[src/common/asf_regs.vh]
// constants for the alu status flag block
//
// What this block does
// RULE1: the flag register can be the source or destination operand of any instruction.
// RULE2: a flag-updating instruction aimed at the flag register drops its result and only updates flags.
// RULE3: clearing the flag register sets zero and leaves the other flags unchanged.
// RULE4: bit clear, bit set, nibble swap and the two moves leave all five flags alone.
// RULE5: the negative flag (bit 4) copies the top bit of the alu result.
// RULE6: the overflow flag (bit 3) is set when a signed result overflows into the sign bit.
// RULE7: the zero flag (bit 2) is set when the result is zero and cleared otherwise.
// RULE8: for the adds and subtracts the digit carry flag (bit 1) is the carry out of bit 3.
// RULE9: for the adds and subtracts the carry flag (bit 0) is the carry out of bit 7.
// RULE10: subtraction adds the two's complement, so carry and digit carry mean no borrow.
// RULE11: rotates load carry with the bit shifted out, bit 0 right and bit 7 left.
// RULE12: the three upper bits read zero and ignore writes; flag values after reset are not defined.
`ifndef ASF_REGS_VH
`define ASF_REGS_VH

// ----------------------------------------
// register byte offsets
// ----------------------------------------
`define ASF_OFS_FLAGS 8'h00
`define ASF_OFS_CTRL 8'h04
`define ASF_OFS_LAST 8'h08
`define ASF_OFS_COUNT 8'h0c

// ----------------------------------------
// flag positions and reset values
// ----------------------------------------
`define ASF_BIT_C 0
`define ASF_BIT_DC 1
`define ASF_BIT_Z 2
`define ASF_BIT_OV 3
`define ASF_BIT_N 4
`define ASF_FLAGS_RST 5'h00
`define ASF_CTRL_RST 1'b1

// ----------------------------------------
// instruction codes
// ----------------------------------------
`define ASF_OP_ADD_W_TO_FILE 4'h0
`define ASF_OP_ADD_LITERAL_TO_W 4'h1
`define ASF_OP_SUBTRACT_W_FROM_LITERAL 4'h2
`define ASF_OP_SUBTRACT_W_FROM_FILE 4'h3
`define ASF_OP_RRF 4'h4
`define ASF_OP_RLF 4'h5
`define ASF_OP_CLR 4'h6
`define ASF_OP_BCLR 4'h7
`define ASF_OP_BSET 4'h8
`define ASF_OP_SWAP 4'h9
`define ASF_OP_MOVE_FILE_TO_FILE 4'ha
`define ASF_OP_MOVE_W_TO_FILE 4'hb
`define ASF_OP_AND 4'hc
`define ASF_OP_IOR 4'hd
`define ASF_OP_XOR 4'he
`define ASF_OP_MOVF 4'hf

// ----------------------------------------
// bus answers
// ----------------------------------------
`define ASF_RESP_OKAY 2'h0
`define ASF_RESP_SLVERR 2'h2

`endif

[src/rtl/asf_adder.v]
// eight bit adder with nibble carry and signed overflow
`timescale 1ns/1ps
module asf_adder #(
  parameter WIDTH = 8
) (
  // operands
  input wire [WIDTH-1:0] a_i,
  input wire [WIDTH-1:0] b_i,
  input wire cin_i,
  // results
  output wire [WIDTH-1:0] sum_o,
  output wire dcout_o,
  output wire cout_o,
  output wire ov_o
);
  wire [4:0] low;
  wire [WIDTH:0] full;

  // RULE8: nibble carry
  assign low = {1'b0, a_i[3:0]} + {1'b0, b_i[3:0]} + {4'h0, cin_i};
  assign dcout_o = low[4];
  // RULE9: carry from msb
  assign full = {1'b0, a_i} + {1'b0, b_i} + {{WIDTH{1'b0}}, cin_i};
  assign sum_o = full[WIDTH-1:0];
  assign cout_o = full[WIDTH];
  // RULE6: sign bit overflow
  assign ov_o = (a_i[WIDTH-1] == b_i[WIDTH-1]) && (sum_o[WIDTH-1] != a_i[WIDTH-1]);
endmodule

[src/rtl/asf_rotate.v]
// rotate through carry, either direction
`timescale 1ns/1ps
module asf_rotate #(
  parameter WIDTH = 8
) (
  // operand
  input wire [WIDTH-1:0] a_i,
  input wire cin_i,
  input wire left_i,
  // result
  output wire [WIDTH-1:0] res_o,
  output wire cout_o
);
  assign res_o = left_i ? {a_i[WIDTH-2:0], cin_i} : {cin_i, a_i[WIDTH-1:1]};
  // RULE11: shifted-out bit to carry
  assign cout_o = left_i ? a_i[WIDTH-1] : a_i[0];
endmodule

[src/rtl/asf_top.v]
// alu status flag register with core port and axi4-lite access
//
// The AXI4-Lite register port and the register offsets are this design's own decisions.
`timescale 1ns/1ps
`include "asf_regs.vh"
module asf_top #(
  parameter ADDR_W = 8,
  parameter CNT_W = 16
) (
  // clock and reset
  input wire CLK_SYS_I,
  input wire RESET_N_I,
  // axi4-lite write
  input wire [ADDR_W-1:0] S_AXI_AWADDR_I,
  input wire S_AXI_AWVALID_I,
  output wire S_AXI_AWREADY_O,
  input wire [31:0] S_AXI_WDATA_I,
  input wire [3:0] S_AXI_WSTRB_I,
  input wire S_AXI_WVALID_I,
  output wire S_AXI_WREADY_O,
  output wire [1:0] S_AXI_BRESP_O,
  output wire S_AXI_BVALID_O,
  input wire S_AXI_BREADY_I,
  // axi4-lite read
  input wire [ADDR_W-1:0] S_AXI_ARADDR_I,
  input wire S_AXI_ARVALID_I,
  output wire S_AXI_ARREADY_O,
  output wire [31:0] S_AXI_RDATA_O,
  output wire [1:0] S_AXI_RRESP_O,
  output wire S_AXI_RVALID_O,
  input wire S_AXI_RREADY_I,
  // core execute request
  input wire EXEC_VALID_I,
  input wire [3:0] EXEC_OP_I,
  input wire [7:0] EXEC_SRC_I,
  input wire [7:0] EXEC_W_I,
  input wire [2:0] EXEC_BIT_I,
  input wire EXEC_SRC_FLAGS_I,
  input wire EXEC_DEST_FLAGS_I,
  // core execute answer
  output wire [7:0] RESULT_O,
  output wire RESULT_VALID_O,
  output wire RESULT_WRITE_O,
  output wire [7:0] FLAGS_O
);
  // ----------------------------------------
  // state
  // ----------------------------------------
  reg [4:0] flags_q;
  reg [4:0] flags_d;
  reg ctrl_en_q;
  reg ctrl_en_d;
  reg [7:0] res_q;
  reg [7:0] res_d;
  reg res_valid_q;
  reg res_write_q;
  reg res_write_d;
  reg [3:0] last_op_q;
  reg last_dest_q;
  reg [CNT_W-1:0] count_q;
  reg aw_full_q;
  reg aw_full_d;
  reg [ADDR_W-1:0] aw_addr_q;
  reg w_full_q;
  reg w_full_d;
  reg [31:0] w_data_q;
  reg [3:0] w_strb_q;
  reg awready_q;
  reg wready_q;
  reg bvalid_q;
  reg bvalid_d;
  reg [1:0] bresp_q;
  reg [1:0] bresp_d;
  reg arready_q;
  reg rvalid_q;
  reg [31:0] rdata_q;
  reg [1:0] rresp_q;

  // ----------------------------------------
  // operand select and arithmetic units
  // ----------------------------------------
  wire exec_take;
  wire [7:0] src;
  wire is_sub;
  wire [7:0] add_b;
  wire [7:0] add_sum;
  wire add_dc;
  wire add_c;
  wire add_ov;
  wire [7:0] rot_res;
  wire rot_c;

  // requests are dropped while software has execution disabled
  assign exec_take = EXEC_VALID_I && ctrl_en_q;
  // RULE1: flags as source operand
  assign src = EXEC_SRC_FLAGS_I ? {3'h0, flags_q} : EXEC_SRC_I;
  assign is_sub = (EXEC_OP_I == `ASF_OP_SUBTRACT_W_FROM_LITERAL) || (EXEC_OP_I == `ASF_OP_SUBTRACT_W_FROM_FILE);
  // RULE10: subtract via two's complement
  assign add_b = is_sub ? ~EXEC_W_I : EXEC_W_I;

  asf_adder #(
    .WIDTH(8)
  ) u_adder (
    .a_i(src),
    .b_i(add_b),
    .cin_i(is_sub),
    .sum_o(add_sum),
    .dcout_o(add_dc),
    .cout_o(add_c),
    .ov_o(add_ov)
  );

  asf_rotate #(
    .WIDTH(8)
  ) u_rotate (
    .a_i(src),
    .cin_i(flags_q[`ASF_BIT_C]),
    .left_i(EXEC_OP_I == `ASF_OP_RLF),
    .res_o(rot_res),
    .cout_o(rot_c)
  );

  // ----------------------------------------
  // instruction result and flag update
  // ----------------------------------------
  reg [7:0] alu_res;
  reg [4:0] upd;
  reg affects;

  always @*
  begin
    alu_res = 8'h00;
    upd = flags_q;
    affects = 1'b1;
    case (EXEC_OP_I)
      `ASF_OP_ADD_W_TO_FILE, `ASF_OP_ADD_LITERAL_TO_W, `ASF_OP_SUBTRACT_W_FROM_LITERAL, `ASF_OP_SUBTRACT_W_FROM_FILE:
      begin
        alu_res = add_sum;
        upd[`ASF_BIT_OV] = add_ov;
        // RULE8: digit carry on add/sub
        upd[`ASF_BIT_DC] = add_dc;
        // RULE9: carry on add/sub
        upd[`ASF_BIT_C] = add_c;
      end
      `ASF_OP_RRF, `ASF_OP_RLF:
      begin
        alu_res = rot_res;
        // RULE11: rotate loads carry
        upd[`ASF_BIT_C] = rot_c;
      end
      // RULE3: clear only raises zero
      `ASF_OP_CLR:
      begin
        alu_res = 8'h00;
      end
      `ASF_OP_AND:
      begin
        alu_res = src & EXEC_W_I;
      end
      `ASF_OP_IOR:
      begin
        alu_res = src | EXEC_W_I;
      end
      `ASF_OP_XOR:
      begin
        alu_res = src ^ EXEC_W_I;
      end
      `ASF_OP_MOVF:
      begin
        alu_res = src;
      end
      // RULE4: these leave every flag alone
      `ASF_OP_BCLR:
      begin
        alu_res = src & ~(8'h01 << EXEC_BIT_I);
        affects = 1'b0;
      end
      `ASF_OP_BSET:
      begin
        alu_res = src | (8'h01 << EXEC_BIT_I);
        affects = 1'b0;
      end
      `ASF_OP_SWAP:
      begin
        alu_res = {src[3:0], src[7:4]};
        affects = 1'b0;
      end
      `ASF_OP_MOVE_FILE_TO_FILE:
      begin
        alu_res = src;
        affects = 1'b0;
      end
      `ASF_OP_MOVE_W_TO_FILE:
      begin
        alu_res = EXEC_W_I;
        affects = 1'b0;
      end
      default:
      begin
        alu_res = src;
        affects = 1'b0;
      end
    endcase
    if (affects)
    begin
      // RULE5: negative from msb; clear keeps it, so only zero moves
      if (EXEC_OP_I != `ASF_OP_CLR)
      begin
        upd[`ASF_BIT_N] = alu_res[7];
      end
      // RULE7: zero detect
      upd[`ASF_BIT_Z] = (alu_res == 8'h00);
    end
  end

  // ----------------------------------------
  // bus write decode
  // ----------------------------------------
  wire do_write;
  wire wr_flags;
  wire wr_ctrl;
  wire wr_known;

  assign do_write = aw_full_q && w_full_q && !bvalid_q;
  assign wr_flags = aw_addr_q[ADDR_W-1:2] == `ASF_OFS_FLAGS >> 2;
  assign wr_ctrl = aw_addr_q[ADDR_W-1:2] == `ASF_OFS_CTRL >> 2;
  assign wr_known = wr_flags || wr_ctrl
    || (aw_addr_q[ADDR_W-1:2] == `ASF_OFS_LAST >> 2)
    || (aw_addr_q[ADDR_W-1:2] == `ASF_OFS_COUNT >> 2);

  always @*
  begin
    flags_d = flags_q;
    ctrl_en_d = ctrl_en_q;
    res_d = alu_res;
    res_write_d = 1'b1;
    if (exec_take && EXEC_DEST_FLAGS_I && affects)
    begin
      // RULE2: result dropped, flags only
      // RULE3: clear leaves 000u u1uu
      flags_d = upd;
      res_write_d = 1'b0;
    end
    else if (exec_take && EXEC_DEST_FLAGS_I)
    begin
      // RULE1: flags as destination
      // RULE12: upper bits not stored
      flags_d = alu_res[4:0];
    end
    else if (exec_take)
    begin
      flags_d = upd;
    end
    else if (do_write && wr_flags && w_strb_q[0])
    begin
      // core updates win over a colliding bus write
      flags_d = w_data_q[4:0];
    end
    if (do_write && wr_ctrl && w_strb_q[0])
    begin
      ctrl_en_d = w_data_q[0];
    end
  end

  // ----------------------------------------
  // bus write channel control
  // ----------------------------------------
  always @*
  begin
    aw_full_d = aw_full_q;
    w_full_d = w_full_q;
    bvalid_d = bvalid_q;
    bresp_d = bresp_q;
    if (S_AXI_AWVALID_I && awready_q)
    begin
      aw_full_d = 1'b1;
    end
    if (S_AXI_WVALID_I && wready_q)
    begin
      w_full_d = 1'b1;
    end
    if (do_write)
    begin
      aw_full_d = 1'b0;
      w_full_d = 1'b0;
      bvalid_d = 1'b1;
      bresp_d = wr_known ? `ASF_RESP_OKAY : `ASF_RESP_SLVERR;
    end
    else if (bvalid_q && S_AXI_BREADY_I)
    begin
      bvalid_d = 1'b0;
    end
  end

  // ----------------------------------------
  // bus read decode
  // ----------------------------------------
  reg [31:0] rd_word;
  reg rd_known;

  always @*
  begin
    rd_word = 32'h0000_0000;
    rd_known = 1'b1;
    case (S_AXI_ARADDR_I[ADDR_W-1:2])
      `ASF_OFS_FLAGS >> 2:
      begin
        // RULE12: upper bits read zero
        rd_word = {27'h000_0000, flags_q};
      end
      `ASF_OFS_CTRL >> 2:
      begin
        rd_word = {31'h0000_0000, ctrl_en_q};
      end
      `ASF_OFS_LAST >> 2:
      begin
        rd_word = {18'h0_0000, last_dest_q, res_write_q, last_op_q, res_q};
      end
      `ASF_OFS_COUNT >> 2:
      begin
        rd_word = {{(32 - CNT_W){1'b0}}, count_q};
      end
      default:
      begin
        rd_known = 1'b0;
      end
    endcase
  end

  // ----------------------------------------
  // registers
  // ----------------------------------------
  // flag reset value is arbitrary; software must not rely on it
  always @(posedge CLK_SYS_I or negedge RESET_N_I)
  begin
    if (!RESET_N_I)
    begin
      flags_q <= `ASF_FLAGS_RST;
      ctrl_en_q <= `ASF_CTRL_RST;
      res_q <= 8'h00;
      res_valid_q <= 1'b0;
      res_write_q <= 1'b0;
      last_op_q <= 4'h0;
      last_dest_q <= 1'b0;
      count_q <= {CNT_W{1'b0}};
    end
    else
    begin
      flags_q <= flags_d;
      ctrl_en_q <= ctrl_en_d;
      res_valid_q <= exec_take;
      if (exec_take)
      begin
        res_q <= res_d;
        res_write_q <= res_write_d;
        last_op_q <= EXEC_OP_I;
        last_dest_q <= EXEC_DEST_FLAGS_I;
        count_q <= count_q + {{(CNT_W - 1){1'b0}}, 1'b1};
      end
    end
  end

  // one write and one read in flight; ready drops while a slot is held
  always @(posedge CLK_SYS_I or negedge RESET_N_I)
  begin
    if (!RESET_N_I)
    begin
      aw_full_q <= 1'b0;
      w_full_q <= 1'b0;
      aw_addr_q <= {ADDR_W{1'b0}};
      w_data_q <= 32'h0000_0000;
      w_strb_q <= 4'h0;
      awready_q <= 1'b1;
      wready_q <= 1'b1;
      bvalid_q <= 1'b0;
      bresp_q <= `ASF_RESP_OKAY;
      arready_q <= 1'b1;
      rvalid_q <= 1'b0;
      rdata_q <= 32'h0000_0000;
      rresp_q <= `ASF_RESP_OKAY;
    end
    else
    begin
      aw_full_q <= aw_full_d;
      w_full_q <= w_full_d;
      bvalid_q <= bvalid_d;
      bresp_q <= bresp_d;
      awready_q <= !aw_full_d && !bvalid_d;
      wready_q <= !w_full_d && !bvalid_d;
      if (S_AXI_AWVALID_I && awready_q)
      begin
        aw_addr_q <= S_AXI_AWADDR_I;
      end
      if (S_AXI_WVALID_I && wready_q)
      begin
        w_data_q <= S_AXI_WDATA_I;
        w_strb_q <= S_AXI_WSTRB_I;
      end
      if (S_AXI_ARVALID_I && arready_q)
      begin
        arready_q <= 1'b0;
        rvalid_q <= 1'b1;
        rdata_q <= rd_word;
        rresp_q <= rd_known ? `ASF_RESP_OKAY : `ASF_RESP_SLVERR;
      end
      else if (rvalid_q && S_AXI_RREADY_I)
      begin
        rvalid_q <= 1'b0;
        arready_q <= 1'b1;
      end
    end
  end

  // ----------------------------------------
  // outputs
  // ----------------------------------------
  assign S_AXI_AWREADY_O = awready_q;
  assign S_AXI_WREADY_O = wready_q;
  assign S_AXI_BVALID_O = bvalid_q;
  assign S_AXI_BRESP_O = bresp_q;
  assign S_AXI_ARREADY_O = arready_q;
  assign S_AXI_RVALID_O = rvalid_q;
  assign S_AXI_RDATA_O = rdata_q;
  assign S_AXI_RRESP_O = rresp_q;
  assign RESULT_O = res_q;
  assign RESULT_VALID_O = res_valid_q;
  assign RESULT_WRITE_O = res_write_q;
  assign FLAGS_O = {3'h0, flags_q};
endmodule

[config.mk]
export PLATFORM = sky130hd
export DESIGN_NAME = asf_top
export DESIGN_NICKNAME = d
export VERILOG_FILES = /design/src/rtl/asf_adder.v /design/src/rtl/asf_rotate.v /design/src/rtl/asf_top.v
export VERILOG_INCLUDE_DIRS = /design/src /design/src/common
export SDC_FILE = /design/constraint.sdc
export NUM_CORES = 1
export LEC_CHECK = 0
export BUFFER_PORTS_ARGS = -buffer_cell sky130_fd_sc_hd__buf_2
export CAP_MARGIN = 20
export CELL_PAD_IN_SITES_DETAIL_PLACEMENT = 0
export CELL_PAD_IN_SITES_GLOBAL_PLACEMENT = 2
export CORE_ASPECT_RATIO = 1.25
export CORE_UTILIZATION = 34
export CTS_BUF_LIST = sky130_fd_sc_hd__clkbuf_4 sky130_fd_sc_hd__clkbuf_8
export CTS_CLUSTER_DIAMETER = 100
export DETAILED_ROUTE_END_ITERATION = 7
export PLACE_DENSITY_LB_ADDON = 0.15
export SLEW_MARGIN = 25
export SYNTH_ARGS = -nofsm -noshare
export SYNTH_HDL_FRONTEND = slang
export SYNTH_HIERARCHICAL = 1
export SYNTH_SLANG_ARGS = --single-unit
[constraint.sdc]
create_clock -name CLK_SYS_I -period 5.9 [get_ports CLK_SYS_I]
set_input_delay 1.18 -clock CLK_SYS_I [delete_from_list [all_inputs] [get_ports CLK_SYS_I]]
set_output_delay 1.18 -clock CLK_SYS_I [all_outputs]
set_load 0.005 [all_outputs]
== After elaboration in Yosys (flattened, before gate mapping) ==
Index checks and enable logic that the tools add are counted.
Widths: inputs -> output; s select.
Word-level totals
  memories kept: 0
  output and inout bits: 59
  bits in registers: 94
  RAM bits: 0
  bits in latches: 0
  input bits: 85
  ROM bits: 0
  word-level logic and storage cells: 125
Cells by class
  shift-type cells: 1
  bitwise logic cells: 7
  add/sub/neg operators: 5
  multiplexer cells: 31
  div/mod/pow operators: 0
  reduce and logical (&&, ||, !) cells: 36
  equal/unequal tests: 24
  multipliers: 0
  $lt $le $gt $ge: 0
Operators with widths (count)
  $pmux 8 s11: 1
  $pmux 16 s4: 1
  $eq 4x4->1 const B: 8
  $eq 6x2->1 const B: 4
  $mux 8: 3
  $mux 5: 4
  $mux 1: 19
  $logic_and 1x1->1: 17
  $add 16x1->16 const B: 1
  $and 8x8->8: 2
  $eq 4x3->1 const B: 4
  $not 8->8: 2
  $or 8x8->8: 2
  $eq 6x1->1 const B: 2
  $logic_not 6->1: 2
  $add 8x8->9: 1
  $add 9x1->9: 1
  $eq 4x2->1 const B: 2
  $logic_not 8->1: 1
  $reduce_or 4->1: 2
  $shl 1x3->8 const A: 1
  $xor 8x8->8: 1
  $add 4x4->5: 1
  $add 5x1->5: 1
  other kinds (13): 21

== Depth between registers and ports, before layout ==
  depth after elaboration: 11
  gate-level depth with buffers: 18
  gate-level depth less buffers: 15

== Cells and area by module ==
Netlist, hierarchy kept.
Modules (own cells, without submodules)
  asf_top: area an instance 4454.3 um2, cells each 482, sequential area each 1856.8 um2, instances 1
  asf_adder: area an instance 324.1 um2, cells each 37, sequential area each 0.0 um2, instances 1
  asf_rotate: area an instance 146.4 um2, cells each 10, sequential area each 0.0 um2, instances 1

== Worst setup path after synthesis ==
No wires, ideal clock.
  path type: input to register
  from: input port EXEC_OP_I[2]
  to: register flags_q[2]
  cell stages on the path: 16
  arrival time: 4.484 ns
  library setup time: 0.076 ns
  slack: 1.339 ns
  required time: 5.824 ns
  path buffers: 3
  path through: buf_6 > clkbuf_1 > or2_2 > clkbuf_1 > nor2_2 > xor2_1 > fa_1 > fa_1 > a21oi_1 > o21ai_1 > a21oi_1 > xnor2_1 > or3_1 > a22oi_1 > nand4_1 > o21ai_1
Between the ends
  word-level cells in the longest chain between the ends: 11
  elaborated cells on any way between the ends: 34
  classes of those cells: 2 x add/sub; 15 x eq/ne; 8 x mux; 9 x reduce/logical
RTL lines
  start: declaration: line asf_top.v:34  | input wire [3:0] EXEC_OP_I,
  $eq 4x2->1
  $logic_or 1x1->1 *: line asf_top.v:97  | assign is_sub = (EXEC_OP_I == `ASF_OP_SUBTRACT_W_FROM_LITERAL) || (EXEC_OP_I == `ASF_OP_SUBTRACT_W_FROM_FILE);
  net is_sub: line asf_top.v:84  | wire is_sub;
  $mux 8 *: line asf_top.v:99  | assign add_b = is_sub ? ~EXEC_W_I : EXEC_W_I;
  net add_b[0]: line asf_top.v:85  | wire [7:0] add_b;
  $add 8x8->9 *: line asf_adder.v:23  | assign full = {1'b0, a_i} + {1'b0, b_i} + {{WIDTH{1'b0}}, cin_i};
  $add 9x1->9 *: line asf_adder.v:23
  net add_sum[6]: line asf_top.v:86  | wire [7:0] add_sum;
  $pmux 8 s11 *: line asf_top.v:135  | case (EXEC_OP_I)
  $logic_not 8->1 *: line asf_top.v:212  | upd[`ASF_BIT_Z] = (alu_res == 8'h00);
  $mux 1 *: line asf_top.v:204  | if (affects)
  $mux 5: line asf_top.v:250  | else if (exec_take)
  $mux 5: line asf_top.v:244  | else if (exec_take && EXEC_DEST_FLAGS_I)
  $mux 5 *: line asf_top.v:237  | if (exec_take && EXEC_DEST_FLAGS_I && affects)
  end signal: assignment: line asf_top.v:338  | flags_q <= `ASF_FLAGS_RST;
  end signal: assignment: line asf_top.v:349  | flags_q <= flags_d;
  end: declaration: line asf_top.v:49  | reg [4:0] flags_q;
Mark *: on every way through the listed nets, which the timed path passes. The rest lies on a longest branch.
A chain may end at the register's enable or synchronous reset.

== Final worst setup path ==
  from: input port EXEC_OP_I[3]
  to: register flags_q[2]
The elaborated chain is that of the path after synthesis.

==> results.txt <==
The flow ran to the end, and the final reports show no timing, DRC or antenna violations. For this run, asynchronously set or reset flops after synthesis account for 100%. The number of hold violations in the final report was 0.

The post-synthesis sequential area ratio is 37.7%. In the post-synthesis netlist, the cell with the most instances is sky130_fd_sc_hd__dfrtp_1. The largest stage delay on the critical path came out at 480 ps. Once the floorplan was initialized, standard cells occupied 35.2% of the core.

The global-route wire length before repair is roughly 22000 um. Ranked by total cell area, the synthesized netlist is headed by sky130_fd_sc_hd__dfrtp_1, sky130_fd_sc_hd__nand2_1, sky130_fd_sc_hd__mux2_2. The synthesized instance count is ~530. TritonCTS built the clock tree. The final global-route overflow total came out at 0. The pin slew with the least headroom to its limit is just under 800 ps. In this run the vertical extent of the chip is ~140 um. The clock tree skew after final layout is roughly 10 ps.

Among all flip-flop cells after synthesis, the most frequent one is sky130_fd_sc_hd__dfrtp_1. The final count of pins violating max slew is 0. The average wire per cell in the routed design is roughly 18 um. Setup repair after global routing left no endpoint under its margin. Following the worst setup path forward leads to its endpoint at flags_q[2]. The total negative setup slack is 0 ps. The synthesis warning total came out at 6. The data required time of the critical path is about 6200 ps. The boundary pin count is between 100 and 150. The arrival time at the worst endpoint came out at between 4000 and 5000 ps.

The worst slew margin relative to its limit came out at a little under half. The final critical path time including I/O delays and setup is ~4600 ps. The number of clock buffers inserted by TritonCTS came out at 9. The post-cts repair resize count came out at 0. For this run, the total global-route usage over all layers was measured as between 10% and 20%. The biggest area consumer among synthesized cells is sky130_fd_sc_hd__dfrtp_1. The initial antenna violation count is 0. The weighted congestion at the end of routability-driven global placement is about 0.88.

The cell area after synthesis is 0.00492 mm^2. Entering global routing, the biggest net connects 75 pins. The power density relative to cell area is 319 mW/mm^2.

The number of enable-type register cells in the synthesized netlist came out at 0. The vias after detailed routing came out at 4157. The clock latency on the worst-skew pair came out at between 300 and 400 ps. The worst register-to-register path ends at flags_q[2]. The placed standard-cell area is between 0.005 and 0.006 mm^2. The overall die width is between 100 and 150 um. The analysis attributes to cell leakage a power of 0.00262 uW. The final standard cell area without fillers is roughly 0.0056 mm^2.

After floorplanning, the core was divided into 48 placement rows. The antenna violation net count after detailed routing is 0. The count of H-tree levels built during CTS came out at 3.

In this run the deepest clock path goes through 2 buffers. The hold buffer count at CTS is 0. The clock tree root buffer cell is sky130_fd_sc_hd__clkbuf_8. The count of buffering cells on the critical path with inverters included came out at 1. The setup slack on the worst flop-to-flop path came out at roughly 2300 ps. By count the netlist is led by sky130_fd_sc_hd__dfrtp_1, sky130_fd_sc_hd__nand2_1, sky130_fd_sc_hd__a21oi_1.

The core area came out at 0.0140 mm^2. The die area came out at ~0.015 mm^2. The number of endpoints failing setup at the final stage is 0. The number of flip-flops and latches in the synthesized netlist came out at 74. In this run the worst path has a maximum fanout of 10. The number of max-cap violations came out at 0.

The number of global-route vias before repair came out at 4035. Grouping stages by cell kind, the critical path spends the most delay in simple AND/OR/NAND/NOR gates. STA classifies the critical path endpoint as a flop. For this run, the post-layout net count is around 700. The critical path goes through buf_2, or2_2, nor2_2, xor2_1, fa_1, fa_1, a21oi_1, o21ai_1, a21oi_1, xnor2_1, or3_1, a22oi_1, nand4_1, o21ai_1. The number of antenna diodes in the final layout is 0.

The worst-case IR drop observed on VDD is approximately 160 uV. The estimated wirelength of the detail-placed design came out at about 11000 um. The mean area per synthesized cell is between 9 and 10 um^2. The clock input transition at the sequential cells of the worst setup and hold paths is 70 ps. The area growth from synthesis to layout is 14.5%.

The total clock sinks came out at 74. The fraction of final layout cells with drive strength greater than 1 came out at about a quarter. In this run the number of cells on the critical path is 14.

The post-CTS setup buffer count came out at 0. The initial detailed-routing violation count is ~200. The source of the worst register-to-register timing path is flags_q[0]. The setup path with the least slack is of type input pin to flop. After detailed routing, the number of vias per cell comes to 5.31. The cell count of the worst reg-to-reg path is 11. The number of distinct library cells after synthesis came out at 66. Buffers placed on the I/O ports in this run total between 80 and 90. The maximum operating frequency is around 220 MHz.

The synthesized design devotes to its leading area cell type ~36% of total area. The launching element of the worst setup path is EXEC_OP_I[3]. For this run, design rule violations remaining after detail routing come to 0. On the critical path, the stage with the largest delay is an instance of sky130_fd_sc_hd__nor2_2. STA classifies the critical path startpoint as an input pin.

The total wirelength of the detailed-routed design came out at approximately 14000 um. The part of the cycle the worst path needs came out at about four fifths. The first-pass detailed-route iteration total is 4. The class of the most critical hold timing path is flop to flop.
[sequential cells by signal (all words and copies together) (netlist names), 4 cells and up]
| signal | flops |
|---|---|
| S_AXI_RDATA_O | 16 |
| count_q | 16 |
| RESULT_O | 8 |
| aw_addr_q | 6 |
| flags_q | 5 |
| w_data_q | 5 |
| last_op_q | 4 |
[per-layer routing]
layer / global-route usage, % / routed length [um] / vias up
li1: - / - / 2022
met1: 24.4 / 6040 / 1961
met2: 33.8 / 7030 / 148
met3: 2.67 / 729 / 26
met4: 9.33 / 483 / 0
met5: 0 / 0 / -
[per-stage QoR]
stage	setup WS [ps]	total power, uW	utilization (%)	std cells	hold slack [ps]
4_1_cts	1340	1820	40.3	783	450
2_1_floorplan	1340	1140	-	549	390
5_1_grt	1080	1930	40.3	783	463
3_5_place_dp	971	1380	38.7	767	432
3_3_place_gp	1080	1370	38.7	767	423
6_report	1290	1800	40.3	783	450
[layout make-up]
cell class              instances  area, um^2
clock buffers                  11         145
flip-flops and latches         74        1860
inverters                      10        37.5
fillers                      1454        8360
clock inverters                 5        77.6
multi-input cells             415        2820
well taps                     175         219
repair buffers                 93         484
[cells in the final DEF, fill, tap and decap left out, drive strengths merged, types with 5 or more instances in the layout]
cell | synthesis | final
a31oi | 6 | 6
nor2b | 10 | 10
nand2b | 11 | 11
dfrtp | 70 | 70
inv | 10 | 10
o22ai | 6 | 6
a21oi | 37 | 37
clkbuf | 21 | 11
mux2i | 18 | 18
xnor2 | 16 | 16
o2bb2ai | 5 | 5
buf | 29 | 93
nand3 | 12 | 12
xor2 | 14 | 14
o21ai | 37 | 37
conb | 1 | 21
a22o | 8 | 8
ha | 8 | 8
a22oi | 6 | 6
nor2 | 24 | 24
nor3 | 7 | 7
o31ai | 7 | 7
nand4 | 7 | 7
nand2 | 62 | 62
mux2 | 27 | 27
[worst min-delay path by stage]
stage          startpoint              to  slack [ps]  cells past startpoint
2_1_floorplan    w_full_q  S_AXI_WREADY_O         390                      1
4_1_cts          w_full_q  S_AXI_WREADY_O         450                      1
5_1_grt          w_full_q  S_AXI_WREADY_O         460                      1
6_report         w_full_q  S_AXI_WREADY_O         450                      1
3_3_place_gp     w_full_q  S_AXI_WREADY_O         420                      1
3_5_place_dp     w_full_q  S_AXI_WREADY_O         430                      1
[where the power goes]
group | switching [uW] | internal, uW
sequential | 114 | 646
combinational | 327 | 276
clock | 184 | 253
[cells by family after synthesis]
family	Yosys count	synth area share (%)
and+or+nand+nor	160	16.4
AOI/OAI and AO/OA	148	19.8
DFF	74	37.7
buffers and inverters	60	6.73
muxes	46	11.1
xor gates and xnor gates	30	5.34
adders and majority gates	10	2.85
other	1	0.0761
Power figures use the tool's default switching activity.
